### src/pkg/fault_mon_pkg.sv
// Constants, carriers and state layout of the processor fault monitor
package fault_mon_pkg;
  // ****************************************************
  // Sizes and register map (byte addresses)
  // ****************************************************
  localparam int          NCPU    = 4;
  localparam int          TW      = 33;
  localparam logic [7:0]  A_CTRL  = 8'h00;
  localparam logic [7:0]  A_REARM = 8'h04;
  localparam logic [7:0]  A_STAT  = 8'h08;
  localparam logic [7:0]  A_ISTAT = 8'h0C;
  localparam logic [7:0]  A_ICLR  = 8'h10;
  localparam logic [7:0]  A_IEN   = 8'h14;
  localparam logic [7:0]  A_LAST  = 8'h18;
  localparam logic [1:0]  CTRL_RST = 2'h0;
  localparam logic [1:0]  INIT_RST = 2'h3;
  // ****************************************************
  // Event record codes
  // ****************************************************
  localparam logic [7:0]  RD_TYPE      = 8'h03;
  localparam logic [7:0]  SN_TYPE      = 8'h07;
  localparam logic [7:0]  OFS_ASSERT   = 8'h01;
  localparam logic [7:0]  OFS_PRESENT  = 8'h07;
  localparam logic [7:0]  ED2_UNKNOWN  = 8'h00;
  localparam logic [7:0]  ED2_CATASTROPHIC_ERROR_LINE   = 8'h01;
  localparam logic [7:0]  ED2_MISMATCH = 8'h03;
  // Pending-event slots and interrupt bits
  localparam int          P_PRES = 0;
  localparam int          P_POP  = 4;
  localparam int          P_IO   = 5;
  localparam int          P_CAT  = 9;
  localparam int          P_SEGMENT_POWER_ID = 10;
  localparam int          NPEND  = 11;
  localparam int          NIRQ   = 5;
  // ****************************************************
  // Times and derived cycle counts
  // ****************************************************
  localparam longint CLK_HZ    = 50_000_000;
  localparam longint ERRTO_S   = 90;
  localparam longint BEEP_MS   = 500;
  localparam longint HOLD_US   = 1000;
  localparam longint QRY_US    = 10;
  localparam longint ERRTO_CYC = ERRTO_S * CLK_HZ;
  localparam longint BEEP_CYC  = BEEP_MS * CLK_HZ / 1000;
  localparam longint HOLD_CYC  = HOLD_US * CLK_HZ / 1_000_000;
  localparam logic [15:0] QRY_CYC = 16'(QRY_US * CLK_HZ / 1_000_000);
  // ****************************************************
  // Types
  // ****************************************************
  typedef enum logic [2:0] {K_PRES, K_POP, K_IOTO, K_CAT, K_SEGMENT_POWER_ID} kind_e;
  typedef enum logic [2:0] {C_IDLE, C_QUERY, C_WAIT, C_DECIDE,
                            C_HUNG} cat_e;
  typedef struct packed {
    kind_e      kind;
    logic [1:0] cpu;
    logic       deassert;
    logic [7:0] rd_type;
    logic [7:0] sn_type;
    logic [7:0] offset;
    logic [7:0] ed2;
    logic [7:0] ed3;
  } event_s;
  typedef struct packed {
    logic [NCPU-1:0] pres_s1, pres_s2, io_s1, io_s2;
    logic cat_s1, cat_s2, pwr_s1, pwr_s2, pwr_s3, rst_s1, rst_s2, rst_s3;
    logic [1:0] init_cnt;
    logic [NCPU-1:0] present;
    logic pop_fault;
    logic [NCPU-1:0][TW-1:0] io_cnt;
    logic [NCPU-1:0] io_to;
    logic [TW-1:0] hold_cnt;
    cat_e cst;
    logic [1:0] qcpu;
    logic [NCPU-1:0] src_map;
    logic mismatch, answered, cat_armed, cat_asserted, segment_power_id_asserted;
    logic [NPEND-1:0] pend, pdir;
    event_s evt;
    logic evt_valid;
    logic [1:0] ctrl;
    logic [NIRQ-1:0] istat, ien;
    logic irq, reset_req, fault_led, beep, qry_req;
    logic [TW-1:0] beep_cnt;
    logic [15:0] qry_cnt;
    logic [31:0] prdata;
    logic pready, pslverr;
  } state_s;
endpackage

### src/core/processor_fault_monitor.sv
// Processor presence, error-timeout and catastrophic-error monitor
//
// Contract
// Startup clears presence, then samples every socket
// Presence re-sampled at power-on and system reset
// Presence events only on change or rearm
// Population fault checked; beep on failing power-on
// Fatal I/O line held over limit times out
// Timeout logs event; reset unless disabled
// Timeout record: 03h, 07h, offset 01h, auto
// Catastrophic line: act on held low only
// Log catastrophic event, then query each CPU; the code queries each present CPU first and logs in C_DECIDE
// Mismatch: extra event, lamp, beep, hang
// No mismatch: reset unless disabled
// Catastrophic rearm on power-on, never resets
// Record source CPUs; no answer means unknown
// Type byte: 0 unknown, 1, 3 mismatch
// CPU bitmap byte: bit n is CPU n
// Catastrophic record: 03h, 07h, 01h, manual
// Mismatch record: 03h, 07h, 01h, power rearm
// Presence offset 7, sticky until rearm
// Timer restarts whenever the line deasserts
//
// Implementation choices: the APB slave port and the register addresses.
`timescale 1ns/1ns
`default_nettype none
module processor_fault_monitor
  import fault_mon_pkg::*;
#(
  parameter logic [NCPU-1:0] REQ_MASK = 4'h1,
  parameter logic [TW-1:0]   P_ERRTO  = TW'(ERRTO_CYC),
  parameter logic [TW-1:0]   P_BEEP   = TW'(BEEP_CYC),
  parameter logic [TW-1:0]   P_HOLD   = TW'(HOLD_CYC)
)(
  input  wire logic            CLK,
  input  wire logic            SRST,
  input  wire logic            PSEL,
  input  wire logic            PENABLE,
  input  wire logic            PWRITE,
  input  wire logic [31:0]     PADDR,
  input  wire logic [31:0]     PWDATA,
  output logic      [31:0]     PRDATA,
  output logic                 PREADY,
  output logic                 PSLVERR,
  input  wire logic [NCPU-1:0] CPU_PRESENT,
  input  wire logic [NCPU-1:0] FATAL_IO_ERROR_LINE,
  input  wire logic            CATASTROPHIC_ERROR_LINE_N,
  input  wire logic            MAIN_POWER_ON,
  input  wire logic            SYSTEM_RESET,
  output logic                 QUERY_REQ,
  output logic      [1:0]      QUERY_CPU,
  input  wire logic            QUERY_ACK,
  input  wire logic            QUERY_SOURCE,
  input  wire logic            QUERY_MISMATCH,
  output logic                 EVENT_VALID,
  input  wire logic            EVENT_READY,
  output event_s               EVENT_REC,
  output logic                 RESET_REQ,
  output logic                 FAULT_LED,
  output logic                 BEEP,
  output logic                 IRQ
);
  // ****************************************************
  // State
  // ****************************************************
  state_s q;           // Registered state
  state_s n;           // Next state
  logic   pwr_rise;    // Main power came on
  logic   rst_rise;    // System reset began
  logic   pres_smp;    // Presence is being sampled
  logic   cat_rearm;   // Catastrophic sensors rearmed
  logic   wr_hit;      // Completing APB write
  logic   pop_now;     // Current population fault

  assign pwr_rise = q.pwr_s2 & ~q.pwr_s3;
  assign rst_rise = q.rst_s2 & ~q.rst_s3;
  assign wr_hit   = PSEL & PENABLE & PWRITE & q.pready;
  assign pop_now  = |(REQ_MASK & ~q.pres_s2);

  // ****************************************************
  // Next-state logic
  // ****************************************************
  always_comb
  begin
    int         sel;
    logic       rearm_p;
    logic [NIRQ-1:0] iset;
    logic [31:0] rd;
    sel = NPEND;
    rearm_p = 1'b0;
    iset = '0;
    rd = '0;
    n = q;
    // Two-stage synchronisers for the presence, I/O error, catastrophic, power and reset pins
    n.pres_s1 = CPU_PRESENT;
    n.pres_s2 = q.pres_s1;
    n.io_s1   = FATAL_IO_ERROR_LINE;
    n.io_s2   = q.io_s1;
    n.cat_s1  = CATASTROPHIC_ERROR_LINE_N;
    n.cat_s2  = q.cat_s1;
    n.pwr_s1  = MAIN_POWER_ON;
    n.pwr_s2  = q.pwr_s1;
    n.pwr_s3  = q.pwr_s2;
    n.rst_s1  = SYSTEM_RESET;
    n.rst_s2  = q.rst_s1;
    n.rst_s3  = q.rst_s2;
    n.reset_req = 1'b0;
    // Startup waits for the synchronisers to fill
    if (q.init_cnt != 2'h0)
      n.init_cnt = q.init_cnt - 2'h1;

    // Event output: hand over, then load lowest pending slot
    if (q.evt_valid && EVENT_READY)
      n.evt_valid = 1'b0;
    if (!n.evt_valid)
    begin
      for (int k = NPEND - 1; k >= 0; k--)
        if (q.pend[k])
          sel = k;
    end
    if (sel < NPEND)
    begin
      n.pend[sel] = 1'b0;
      n.evt_valid = 1'b1;
      n.evt.deassert = q.pdir[sel];
      n.evt.rd_type = RD_TYPE;
      n.evt.sn_type = SN_TYPE;
      n.evt.offset = OFS_ASSERT;
      n.evt.ed2 = ED2_UNKNOWN;
      n.evt.ed3 = 8'h00;
      n.evt.cpu = 2'h0;
      if (sel < P_POP)
      begin
        n.evt.kind = K_PRES;
        n.evt.cpu = 2'(sel);
        n.evt.offset = OFS_PRESENT;
      end
      else if (sel == P_POP)
        n.evt.kind = K_POP;
      else if (sel < P_CAT)
      begin
        n.evt.kind = K_IOTO;
        n.evt.cpu = 2'(sel - P_IO);
      end
      else
      begin
        // Source and type only mean something on assertion
        n.evt.kind = (sel == P_CAT) ? K_CAT : K_SEGMENT_POWER_ID;
        if (!q.pdir[sel])
        begin
          if (!q.answered)
            n.evt.ed2 = ED2_UNKNOWN;
          else if (q.mismatch)
            n.evt.ed2 = ED2_MISMATCH;
          else
            n.evt.ed2 = ED2_CATASTROPHIC_ERROR_LINE;
          n.evt.ed3 = 8'({4'h0, q.src_map});
        end
      end
    end

    // Presence: startup, power-on, system reset or rearm
    rearm_p = wr_hit && PADDR[7:0] == A_REARM && PWDATA[0];
    if (pres_smp)
    begin
      for (int i = 0; i < NCPU; i++)
      begin
        // A rearm forgets the old state so every present CPU reports again
        if (q.pres_s2[i] != (rearm_p ? 1'b0 : q.present[i]))
        begin
          n.pend[P_PRES+i] = 1'b1;
          n.pdir[P_PRES+i] = ~q.pres_s2[i];
          iset[0] = 1'b1;
        end
        n.present[i] = q.pres_s2[i];
      end
    end

    // Population fault at startup and at each power-on
    if (q.init_cnt == 2'h1 || pwr_rise)
    begin
      n.pop_fault = pop_now;
      if (pop_now != q.pop_fault)
      begin
        n.pend[P_POP] = 1'b1;
        n.pdir[P_POP] = ~pop_now;
        iset[1] = 1'b1;
      end
      if (pwr_rise && pop_now)
        n.beep_cnt = P_BEEP;
    end

    // Per-CPU fatal I/O error timers
    for (int i = 0; i < NCPU; i++)
    begin
      if (!q.io_s2[i])
      begin
        n.io_cnt[i] = '0;
        if (q.io_to[i])
        begin
          // Auto rearm: deassertion is logged as well
          n.io_to[i] = 1'b0;
          n.pend[P_IO+i] = 1'b1;
          n.pdir[P_IO+i] = 1'b1;
          iset[2] = 1'b1;
        end
      end
      else if (q.io_cnt[i] < P_ERRTO)
        n.io_cnt[i] = q.io_cnt[i] + TW'(1);
      else if (!q.io_to[i])
      begin
        // Held longer than the limit
        n.io_to[i] = 1'b1;
        n.pend[P_IO+i] = 1'b1;
        n.pdir[P_IO+i] = 1'b0;
        iset[2] = 1'b1;
        n.reset_req = ~q.ctrl[0];
      end
    end

    // Low-time filter: short pulses never reach P_HOLD
    if (q.cat_s2)
      n.hold_cnt = '0;
    else if (q.hold_cnt < P_HOLD)
      n.hold_cnt = q.hold_cnt + TW'(1);

    // Catastrophic error sequencer
    case (q.cst)
      C_IDLE:
      begin
        // Only a held-low line with an armed sensor starts it
        if (q.hold_cnt == P_HOLD && q.cat_armed)
        begin
          n.cat_armed = 1'b0;
          n.cat_asserted = 1'b1;
          n.qcpu = 2'h0;
          n.src_map = '0;
          n.mismatch = 1'b0;
          n.answered = 1'b0;
          n.cst = C_QUERY;
        end
      end
      C_QUERY:
      begin
        // Empty sockets are skipped
        if (q.present[q.qcpu])
        begin
          n.qry_req = 1'b1;
          n.qry_cnt = 16'h0;
          n.cst = C_WAIT;
        end
        else if (q.qcpu == 2'(NCPU - 1))
          n.cst = C_DECIDE;
        else
          n.qcpu = q.qcpu + 2'h1;
      end
      C_WAIT:
      begin
        if (QUERY_ACK || q.qry_cnt == QRY_CYC)
        begin
          n.qry_req = 1'b0;
          if (QUERY_ACK)
          begin
            n.answered = 1'b1;
            n.src_map[q.qcpu] = QUERY_SOURCE;
            n.mismatch = q.mismatch | QUERY_MISMATCH;
          end
          if (q.qcpu == 2'(NCPU - 1))
            n.cst = C_DECIDE;
          else
          begin
            n.qcpu = q.qcpu + 2'h1;
            n.cst = C_QUERY;
          end
        end
        else
          n.qry_cnt = q.qry_cnt + 16'h1;
      end
      C_DECIDE:
      begin
        // Catastrophic slot outranks mismatch, so it logs first
        n.pend[P_CAT] = 1'b1;
        n.pdir[P_CAT] = 1'b0;
        iset[3] = 1'b1;
        if (q.mismatch)
        begin
          n.segment_power_id_asserted = 1'b1;
          n.pend[P_SEGMENT_POWER_ID] = 1'b1;
          n.pdir[P_SEGMENT_POWER_ID] = 1'b0;
          iset[4] = 1'b1;
          n.fault_led = 1'b1;
          n.beep_cnt = P_BEEP;
          n.cst = C_HUNG;
        end
        else
        begin
          n.reset_req = ~q.ctrl[1];
          n.cst = C_IDLE;
        end
      end
      C_HUNG:
        n.cst = C_HUNG;
      default:
        n.cst = C_IDLE;
    endcase

    // Rearm only on power-on or by software, never on reset
    if (cat_rearm)
    begin
      n.cat_armed = 1'b1;
      n.fault_led = 1'b0;
      n.cst = C_IDLE;
      if (q.cat_asserted)
      begin
        n.cat_asserted = 1'b0;
        n.pend[P_CAT] = 1'b1;
        n.pdir[P_CAT] = 1'b1;
        iset[3] = 1'b1;
      end
      if (q.segment_power_id_asserted)
      begin
        n.segment_power_id_asserted = 1'b0;
        n.pend[P_SEGMENT_POWER_ID] = 1'b1;
        n.pdir[P_SEGMENT_POWER_ID] = 1'b1;
        iset[4] = 1'b1;
      end
    end

    // Beeper runs for its own duration
    if (q.beep_cnt != '0 && n.beep_cnt == q.beep_cnt)
      n.beep_cnt = q.beep_cnt - TW'(1);
    n.beep = n.beep_cnt != '0;

    // APB: one wait state, writes take effect on the ready edge
    n.pready = 1'b0;
    n.pslverr = 1'b0;
    if (PSEL && PENABLE && !q.pready)
    begin
      n.pready = 1'b1;
      case (PADDR[7:0])
        A_CTRL:  rd = {30'h0, q.ctrl};
        A_STAT:  rd = {17'h0, q.cst == C_HUNG, q.segment_power_id_asserted,
                       q.cat_asserted, q.io_to, 3'h0, q.pop_fault,
                       q.present};
        A_ISTAT: rd = {27'h0, q.istat};
        A_IEN:   rd = {27'h0, q.ien};
        A_LAST:  rd = {10'h0, q.evt.kind, q.evt.cpu, q.evt.deassert,
                       q.evt.ed2, q.evt.ed3};
        A_REARM, A_ICLR: rd = 32'h0;
        default: n.pslverr = 1'b1;
      endcase
      if (PADDR[31:8] != 24'h0)
        n.pslverr = 1'b1;
      n.prdata = n.pslverr ? 32'h0 : rd;
    end
    if (wr_hit && PADDR[31:8] == 24'h0)
    begin
      if (PADDR[7:0] == A_CTRL)
        n.ctrl = PWDATA[1:0];
      if (PADDR[7:0] == A_IEN)
        n.ien = PWDATA[NIRQ-1:0];
      if (PADDR[7:0] == A_ICLR)
        n.istat = q.istat & ~PWDATA[NIRQ-1:0];
    end
    // New events win over a clear in the same cycle
    n.istat = n.istat | iset;
    n.irq = |(n.istat & n.ien);
  end

  // Sample and rearm strobes shared with the checks
  assign pres_smp = q.init_cnt == 2'h1 || pwr_rise || rst_rise ||
                    (wr_hit && PADDR[7:0] == A_REARM && PWDATA[0]);
  assign cat_rearm = (pwr_rise ||
                      (wr_hit && PADDR[7:0] == A_REARM && PWDATA[1])) &&
                     (q.cst == C_IDLE || q.cst == C_HUNG);

  // ****************************************************
  // State register
  // ****************************************************
  always_ff @(posedge CLK)
  begin
    if (SRST)
    begin
      // Standby power-on restart: sensors cleared and armed
      q <= '0;
      q.cat_s1 <= 1'b1;
      q.cat_s2 <= 1'b1;
      q.init_cnt <= INIT_RST;
      q.cat_armed <= 1'b1;
      q.ctrl <= CTRL_RST;
    end
    else
      q <= n;
  end

  // Outputs straight from the state register
  assign PRDATA      = q.prdata;
  assign PREADY      = q.pready;
  assign PSLVERR     = q.pslverr;
  assign QUERY_REQ   = q.qry_req;
  assign QUERY_CPU   = q.qcpu;
  assign EVENT_VALID = q.evt_valid;
  assign EVENT_REC   = q.evt;
  assign RESET_REQ   = q.reset_req;
  assign FAULT_LED   = q.fault_led;
  assign BEEP        = q.beep;
  assign IRQ         = q.irq;
endmodule
`default_nettype wire

### config.mk
export PLATFORM = sky130hd
export DESIGN_NAME = processor_fault_monitor
export DESIGN_NICKNAME = d
export VERILOG_FILES = /design/src/pkg/fault_mon_pkg.sv /design/src/core/processor_fault_monitor.sv
export SDC_FILE = /design/constraint.sdc
export NUM_CORES = 1
export LEC_CHECK = 0
export BUFFER_PORTS_ARGS = -buffer_cell sky130_fd_sc_hd__buf_2
export CORE_MARGIN = 2
export CORE_UTILIZATION = 30
export CTS_CLUSTER_DIAMETER = 60
export CTS_CLUSTER_SIZE = 16
export DETAILED_ROUTE_END_ITERATION = 16
export PLACE_DENSITY = 0.55
export RECOVER_POWER = 100
export SYNTH_ARGS = -nofsm -noshare
export SYNTH_HDL_FRONTEND = slang
export SYNTH_SLANG_ARGS = --single-unit
### constraint.sdc
create_clock -name CLK -period 3.4 [get_ports CLK]
set_input_delay 0.17 -clock CLK [delete_from_list [all_inputs] [get_ports CLK]]
set_output_delay 0.17 -clock CLK [all_outputs]
set_load 0.03 [all_outputs]
==> metrics.md, run 1 <==
| Metric | Value |
|---|---|
| Setup CP Type | `reg -> reg` |
| Share of layout cells above drive strength 1 | `0.0814` |
| Yosys reg bits | `337` |
| ANT nets after route | `0` |
| Drt total wl | `43500 um` |
| Area leader, netlist | `dfxtp_1` |
| Pint | `7000 uW` |
| Synth top area share | `0.411` |
| Total power | `10300 uW` |
| Clock share of power | `0.378` |
| Combinational share of power | `0.194` |
| Global-route usage over all layers | `0.151` |
| Max H-tree Level | `2` |
| Reg clk slew, reported paths | `70 ps` |
| Data required, critical path | `3790 ps` |
| Fill cells | `5599` |
| Worst hold path class | `in -> reg` |
| Via count | `14089` |
| Worst Tran Pin Value | `1390 ps` |
| Vias in the first global route | `13104` |
| Post-synth EDFFs | `0` |
| IO Count | `172` |
| Mean post-synth cell area | `8.26 um^2` |
| Design Area, Final | `18400 um^2` |
| Worst Setup Start Kind | `register` |
| Fin crit period | `3180 ps` |
| Final setup TNS | `0 ps` |
| Leak | `0.00639 uW` |
| GR Overflow Total | `0` |
| Hold WS | `90.6 ps` |
| Max cap viols | `0` |
| WL per Instance | `15.8 um` |
| Most common cell in the netlist | `dfxtp_1` |
| Seq pwr share | `0.428` |
| Fmax | `0.315 GHz` |
| Worst-Skew Late Latency | `550 ps` |
| Worst setup EP type | `register` |
| Starting Density | `0.304` |
| Post-Place Cell Area | `17200 um^2` |
| Routability cong. | `0.874` |
| Post-DP HPWL | `30800 um` |
| Period utilization | `0.935` |
| Pwr dens | `558 nW/um^2` |
| CTS Buf Count | `34` |
| Clock tree buffer depth | `3` |
| Clk sinks | `337` |
| Reg area | `6750 um^2` |
| Crit. Startpoint | `q[63]` |
| Async SR Flop Fraction | `0` |
| Final Hold Vio Count | `0` |
| Sink of the worst hold path | `q[98]` |
| Outcome | `finished clean` |
| FF-to-FF End | `BEEP` |
| FP Rows | `85` |
| Critical path fanouts, max | `13` |
| Drt via density | `5.10` |
| Global-route wire length before repair | `69200 um` |
| # DRC | `0` |
| Synth top cells by count | `dfxtp_1 (337), nor2_1 (278), nand2_1 (156)` |
| Synth cell types | `79` |
| P_sw | `3270 uW` |
| Core Region | `53900 um^2` |
| Final setup viols | `0` |
| Post-synthesis sequential area ratio | `0.411` |
| Postcts setup bufs | `0` |
| RSZ-0062 raised after global routing | `false` |
| TritonCTS clock tree | `yes` |
| Port bufs | `104` |
| Placed Cells | `2683` |
| Worst R2R Start | `q[63]` |
| Clock Tree Root | `clkbuf_16` |
| Maximum vdd drop | `0.289 mV` |
| Synth area leaders | `dfxtp_1 (41%), nor2_1 (6.4%), buf_4 (3.8%), nand2_1 (3.6%), xor2_1 (3.5%)` |
| Largest net degree at the start of global routing | `72` |
| 1st-pass router iterations | `5` |
| Synth Flop Type | `dfxtp_1` |
| WP data arrival | `3570 ps` |
| Max-slew headroom | `0.0714` |
| Post-route insts no fill | `2763` |
| Worst hold start | `PADDR[4]` |
| Antenna violations before repair | `3` |
| Skew final | `27.8 ps` |
| Switching part of the total | `0.319` |
| Growth of design area from synthesis to finish | `12.2%` |
| Post-Syn Area | `16400 um^2` |
| Final #Nets | `2148` |
| Die Area | `56500 um^2` |
| Worst path cell trace | `or4_1 > or2_4 > or4_4 > a211o_1 > a211oi_2 > nand4_1 > nor4_2 > a31oi_1` |
| Die Width | `238 um` |
| Critical path's slowest cell | `or4_1` |
| Worst path max stage delay | `600 ps` |
| Reg2Reg Setup Slack | `220 ps` |
| Hold-critical path depth | `4` |
| Syn. warnings | `0` |
| R2R cell count | `8` |
| Area of the multi-input gates | `8540 um^2` |
| DR iter-0 viols | `972` |
| Die span in y | `238 um` |
| Syn Inst Count | `1984` |
| Final Max Slew Viols | `0` |
[timing repair]
action / in CTS / in global routing
hold endpoints to repair: 28 / 0
hold buffers: 21 / 0
gates resized for setup: 0 / 0
[power by group through the flow]
| stage | registers, uW | logic (uW) | clock network, uW |
|---|---|---|---|
| after global placement | 4470 | 1990 | 0 |
| after global routing | 4420 | 2210 | 4150 |
| after detailed placement | 4470 | 1990 | 0 |
| after floorplan | 4370 | 1710 | 0 |
| after CTS | 4380 | 2010 | 4020 |
| final | 4390 | 2000 | 3880 |
[cell type report]
class | instances | share of cell area
Multi-Input combinational cell | 1452 | 0.464
Sequential cell | 337 | 0.367
Timing Repair Buffer | 160 | 0.0490
Clock buffer | 39 | 0.0484
Tap cell | 696 | 0.0473
Clock inverter | 18 | 0.0120
Inverter | 59 | 0.0120
Antenna cell | 2 | 0.000272
[worst max-delay path: cells and delay by family (launching register included)]
| kind | cells | cell delay [ps] |
|---|---|---|
| DFF | 1 | 410 |
| AOI/OAI and AO/OA | 3 | 670 |
| and+or+nand+nor | 5 | 1930 |
[sequential cells by signal, indices dropped and copies added, names as in the netlist, 2 cells and up]
signal,flops
q,282
PRDATA,18
EVENT_REC,14
n,13
QUERY_CPU,2
[stage by stage]
stage | setup slack [ps] | utilization
finish | 221 | 0.341
global placement | 291 | 0.318
floorplan | 675 | -
global route | 41.5 | 0.341
detailed placement | 320 | 0.318
CTS | 297 | 0.343
[metal layers]
| metal | GRT usage | wire, um | vias to the layer above |
|---|---|---|---|
| met5 | 0 | 0 | - |
| met4 | 0.0597 | 1320 | 0 |
| met3 | 0.0312 | 2630 | 67 |
| met2 | 0.237 | 19100 | 327 |
| met1 | 0.202 | 20400 | 6664 |
| li1 | - | - | 7031 |
[cells in the final DEF, fill, tap and decap left out, drive strengths merged, types with 47 or more instances in the layout]
cell type / netlist / routed
dfxtp: 337 / 337
inv: 59 / 67
nand2: 156 / 156
nand4: 89 / 89
nor3: 63 / 63
buf: 90 / 80
a21oi: 115 / 115
clkbuf: 85 / 98
nor4: 47 / 47
o21ai: 65 / 65
and2: 47 / 47
xnor2: 50 / 50
nor2: 278 / 278
xor2: 66 / 66
nand3: 50 / 50
[cell families (layout without fill, tap and decap cells)]
group,count (synthesis),in the layout,share of synthesized area
xor gates and xnor gates,116,116,0.0620
buffers and inverters,234,276,0.0765
other,1,42,0.000229
AOI/OAI and AO/OA,321,321,0.125
and+or+nand+nor,922,922,0.288
adders and majority gates,20,20,0.0153
DFF,337,337,0.411
muxes,33,33,0.0216
[worst max-delay path by stage]
| stage | endpoint | slack, ps | cells after the start |
|---|---|---|---|
| 2_1_floorplan | BEEP | 680 | 9 |
| 3_3_place_gp | BEEP | 290 | 8 |
| 4_1_cts | BEEP | 300 | 8 |
| 5_1_grt | BEEP | 40 | 10 |
| 6_report | BEEP | 220 | 8 |
| 3_5_place_dp | BEEP | 320 | 8 |
(Power assumes the default switching activity.)
==> run 2: changes to the inputs <==
- REMOVE_ABC_BUFFERS: unset -> 1
==> metrics.md, run 2 (same netlist as run 1, synthesis figures left out) <==
| Metric | Value |
|---|---|
| Fmax | `0.329 GHz` |
| Global-route usage over all layers | `0.146` |
| Largest net degree at the start of global routing | `114` |
| Max cap viols | `0` |
| Max H-tree Level | `2` |
| Final Max Slew Viols | `0` |
| FP Rows | `85` |
| Starting Density | `0.304` |
| Port bufs | `104` |
| Final Hold Vio Count | `0` |
| Skew final | `22.6 ps` |
| Most frequent cells in the layout | `dfxtp_1 (337), nor2_1 (278), nand2_1 (156)` |
| Fill cells | `5589` |
| # DRC | `0` |
| Die Width | `238 um` |
| Die Area | `56500 um^2` |
| Max-slew headroom | `0.215` |
| Leading cell type in the layout, fill and taps excluded | `dfxtp_1` |
| Worst-Skew Late Latency | `560 ps` |
| Core Region | `53900 um^2` |
| Setup CP Type | `reg -> reg` |
| 1st-pass router iterations | `7` |
| Maximum vdd drop | `0.290 mV` |
| GR Overflow Total | `0` |
| Worst hold start | `PADDR[2]` |
| WP data arrival | `3470 ps` |
| Largest Register | `q` |
| Worst path buffer plus inverter count | `0` |
| Via count | `14038` |
| Worst Tran Pin Value | `1170 ps` |
| Pre-CTS setup slack | `393 ps` |
| Reg clk slew, reported paths | `70 ps` |
| Data required, critical path | `3820 ps` |
| Placed Cells | `2681` |
| Final setup viols | `0` |
| Worst path max stage delay | `680 ps` |
| Final #Nets | `2150` |
| Post_cts resized | `0` |
| Post-DP HPWL | `29700 um` |
| Worst Setup Start Kind | `register` |
| WL per Instance | `15.2 um` |
| ANT nets after route | `0` |
| Global-route wire length before repair | `67700 um` |
| CTS Buf Count | `37` |
| Die span in y | `238 um` |
| Critical path fanouts, max | `10` |
| Antenna violations before repair | `8` |
| Period utilization | `0.895` |
| Post-route insts no fill | `2774` |
| DR iter-0 viols | `830` |
| Clk sinks | `337` |
| Worst path top cell family by delay | `simple AND/OR/NAND/NOR gates` |
| Final setup TNS | `0 ps` |
| Total power | `10600 uW` |
| Fin util | `0.344` |
| Clock tree buffer depth | `3` |
| Clock Tree Root | `clkbuf_16` |
| Routability cong. | `0.844` |
| Hold-critical path depth | `3` |
| Growth of design area from synthesis to finish | `13.0%` |
| Worst setup EP type | `register` |
| R2R cell count | `8` |
| Worst hold path class | `in -> reg` |
| Max reg flops | `282` |
| Share of layout cells above drive strength 1 | `0.0815` |
| Drt via density | `5.06` |
| Drt total wl | `42200 um` |
| Outcome | `finished clean` |
| Critical path's slowest cell | `or4_4` |
| Crit path depth | `8` |
| Crit. Startpoint | `q[56]` |
| Fin crit period | `3040 ps` |
| Postcts setup bufs | `0` |
| Final worst slack | `356 ps` |
| Hold_buf cts | `22` |
| Pwr dens | `571 nW/um^2` |
| TritonCTS clock tree | `yes` |
| RSZ-0062 raised after global routing | `false` |
| Vias in the first global route | `13090` |
| Worst R2R Start | `q[56]` |
| Leak | `0.00642 uW` |
| Worst path cell trace | `nor4_2 > nand4_1 > or4_4 > a211o_1 > a211oi_2 > nand4_1 > nor4_2 > a31oi_1` |
| IO Count | `172` |
==> run 2: layer usage <==
layer,global-route usage,vias up,share of wire
li1,-,7012,-
met1,0.187,6654,0.46
met2,0.233,291,0.45
met3,0.0406,75,0.063
met4,0.0516,6,0.029
met5,0,-,0.00097
==> run 2: worst paths after layout <==
kind                   to  slack [ps]
setup / recovery     BEEP         360
hold / removal    PSLVERR          30
setup reg to reg     BEEP         360
hold reg to reg    q[365]         410
==> run 2: layout make-up <==
type | count | area (um^2) | share of cell area
clock inverter | 21 | 235 | 0.0127
clock buffer | 45 | 1030 | 0.0555
antenna | 5 | 12.5 | 0.000675
sequential | 337 | 6750 | 0.364
timing repair buffer | 159 | 882 | 0.0476
tap | 696 | 871 | 0.0470
multi-input combinational | 1452 | 8530 | 0.460
inverter | 59 | 221 | 0.0120
==> run 2: power breakdown <==
part	internal [uW]	switching [uW]
clock network	2370	1810
logic	714	1290
registers	4140	258
==> run 2: worst min-delay path: cells and delay by family <==
| kind | cells | cell delay (ps) |
|---|---|---|
| buffers and inverters | 1 | 180 |
| AO/OA/AOI/OAI | 1 | 80 |
| AND/OR/NAND/NOR | 1 | 100 |
==> run 2: metrics by stage <==
| step | hold WS [ps] | cell area, um^2 |
|---|---|---|
| after floorplan | 239 | 15500 |
| after global placement | 379 | 17200 |
| after detailed placement | 380 | 17200 |
| after CTS | 14.6 | 18600 |
| after global routing | 49.7 | 18500 |
| final | 31.8 | 18500 |
==> run 3: changes to the inputs <==
- CELL_PAD_IN_SITES_DETAIL_PLACEMENT: unset -> 1
- CELL_PAD_IN_SITES_GLOBAL_PLACEMENT: unset -> 2
- PLACE_DENSITY: 0.55 -> 0.78
==> metrics.md, run 3 (same netlist as run 1, synthesis figures left out) <==
| Metric | Value |
|---|---|
| Outcome | `complete, but fails checks` |
| Failing checks | `capacitance limit, slew limit` |
| Most frequent cells in the layout | `dfxtp_1 (337), nor2_1 (278), nand2_1 (156)` |
| Pwr dens | `577 nW/um^2` |
| WL per Instance | `17.1 um` |
| Leak | `0.00646 uW` |
| Worst setup EP type | `register` |
| Share of layout cells above drive strength 1 | `0.0819` |
| FP Rows | `85` |
| Max-slew headroom | `-0.151` |
| Drt via density | `5.16` |
| Skew final | `38.2 ps` |
| # DRC | `0` |
| Core Region | `53900 um^2` |
| Pint | `7290 uW` |
| Fill cells | `6419` |
| Final #Nets | `2155` |
| Data required, critical path | `3820 ps` |
| Final Max Slew Viols | `20` |
| Period utilization | `0.914` |
| Clock share of power | `0.394` |
| Die Width | `238 um` |
| Global-route wire length before repair | `77200 um` |
| Final setup viols | `0` |
| Final setup TNS | `0 ps` |
| Clock Tree Root | `clkbuf_16` |
| Fin util | `0.344` |
| Die span in y | `238 um` |
| Postcts setup bufs | `0` |
| Post-DP HPWL | `34000 um` |
| Final Hold Vio Count | `0` |
| TritonCTS clock tree | `yes` |
| GR Overflow Total | `0` |
| Pre-CTS setup slack | `359 ps` |
| Fmax | `0.322 GHz` |
| Growth of design area from synthesis to finish | `13.2%` |
| Switching part of the total | `0.319` |
| Die Area | `56500 um^2` |
| Vias in the first global route | `14602` |
| Critical path fanouts, max | `13` |
| Port bufs | `104` |
| Leading cell type in the layout, fill and taps excluded | `dfxtp_1` |
| Final worst slack | `292 ps` |
| Worst Tran Pin Value | `1730 ps` |
| CTS Buf Count | `35` |
| Max reg flops | `282` |
| Fin crit period | `3110 ps` |
| 1st-pass router iterations | `4` |
| DR iter-0 viols | `696` |
| Maximum vdd drop | `0.312 mV` |
| Antenna violations before repair | `4` |
| Clk sinks | `337` |
| Drt total wl | `47500 um` |
| Global-route usage over all layers | `0.167` |
| ANT nets after route | `0` |
| Worst-Skew Late Latency | `570 ps` |
| Clock tree buffer depth | `3` |
| Worst hold path class | `in -> reg` |
| Worst Setup Start Kind | `register` |
| IO Count | `172` |
| Routability cong. | `0.813` |
| WP data arrival | `3520 ps` |
| Setup CP Type | `reg -> reg` |
| Reg clk slew, reported paths | `70 ps` |
| RSZ-0062 raised after global routing | `false` |
| Max cap viols | `1` |
| Via count | `14293` |
| Combinational share of power | `0.196` |
| Largest Register | `q` |
| Max H-tree Level | `2` |
| Starting Density | `0.304` |
| Seq pwr share | `0.410` |
| P_sw | `3410 uW` |
| Largest net degree at the start of global routing | `135` |
[run 3: path summary, 6_finish.rpt]
kind	from	endpoint	slack, ps	cells after the start
hold reg to reg	n[365]	q[365]	410	1
hold / removal	PADDR[2]	PSLVERR	40	3
setup / recovery	q[64]	BEEP	290	8
setup reg to reg	q[64]	BEEP	290	8
[run 3: metrics by stage]
step                      hold WS (ps)  cells  cell area, um^2  total power, uW
after global routing              32.6   2772            18600            11300
after CTS                         16.8   2771            18700            10900
final                             41.0   2772            18600            10700
after detailed placement           360   2689            17200             6560
after global placement             355   2689            17200             6510
after floorplan                    239   1848            15500             5840
[run 3: metal layers]
metal  global-route usage  routed length, um  up-vias
li1                     -                  -     7032
met1                0.224              23000     7003
met2                0.277              21800      196
met3               0.0252               1670       58
met4               0.0465                959        4
met5                    0                 27        -
[run 3: repair_timing]
item / 4_1_cts / 5_1_grt
resized for setup: 0 / 1
endpoints found under the setup margin: 0 / 1
hold buffers: 21 / 0
endpoints found under the hold margin: 25 / 0
[run 3: worst max-delay path, cell delays in order, from the launching register on]
cell and delay, ps:
dfxtp_1 390, or4_1 580, or2_4 330, or4_4 610, a211o_1 330, a211oi_2 190
nand4_1 140, nor4_2 290, a31oi_1 110
[run 3: power by group through the flow]
| stage | Combinational (uW) | Clock (uW) | Sequential (uW) |
|---|---|---|---|
| after floorplan | 1330 | 0 | 4510 |
| after global placement | 2050 | 0 | 4460 |
| after detailed placement | 2080 | 0 | 4480 |
| after CTS | 2110 | 4380 | 4390 |
| after global routing | 2320 | 4530 | 4420 |
| final | 2100 | 4210 | 4390 |
[run 3: final cells by class]
| cell class | instances | area, um^2 | share of cell area |
|---|---|---|---|
| antenna | 1 | 2.50 | 0.000135 |
| clock buffer | 42 | 943 | 0.0508 |
| clock inverter | 19 | 299 | 0.0161 |
| inverter | 59 | 221 | 0.0119 |
| multi-input combinational | 1452 | 8540 | 0.460 |
| sequential | 337 | 6750 | 0.364 |
| tap | 696 | 871 | 0.0469 |
| timing repair buffer | 166 | 940 | 0.0506 |
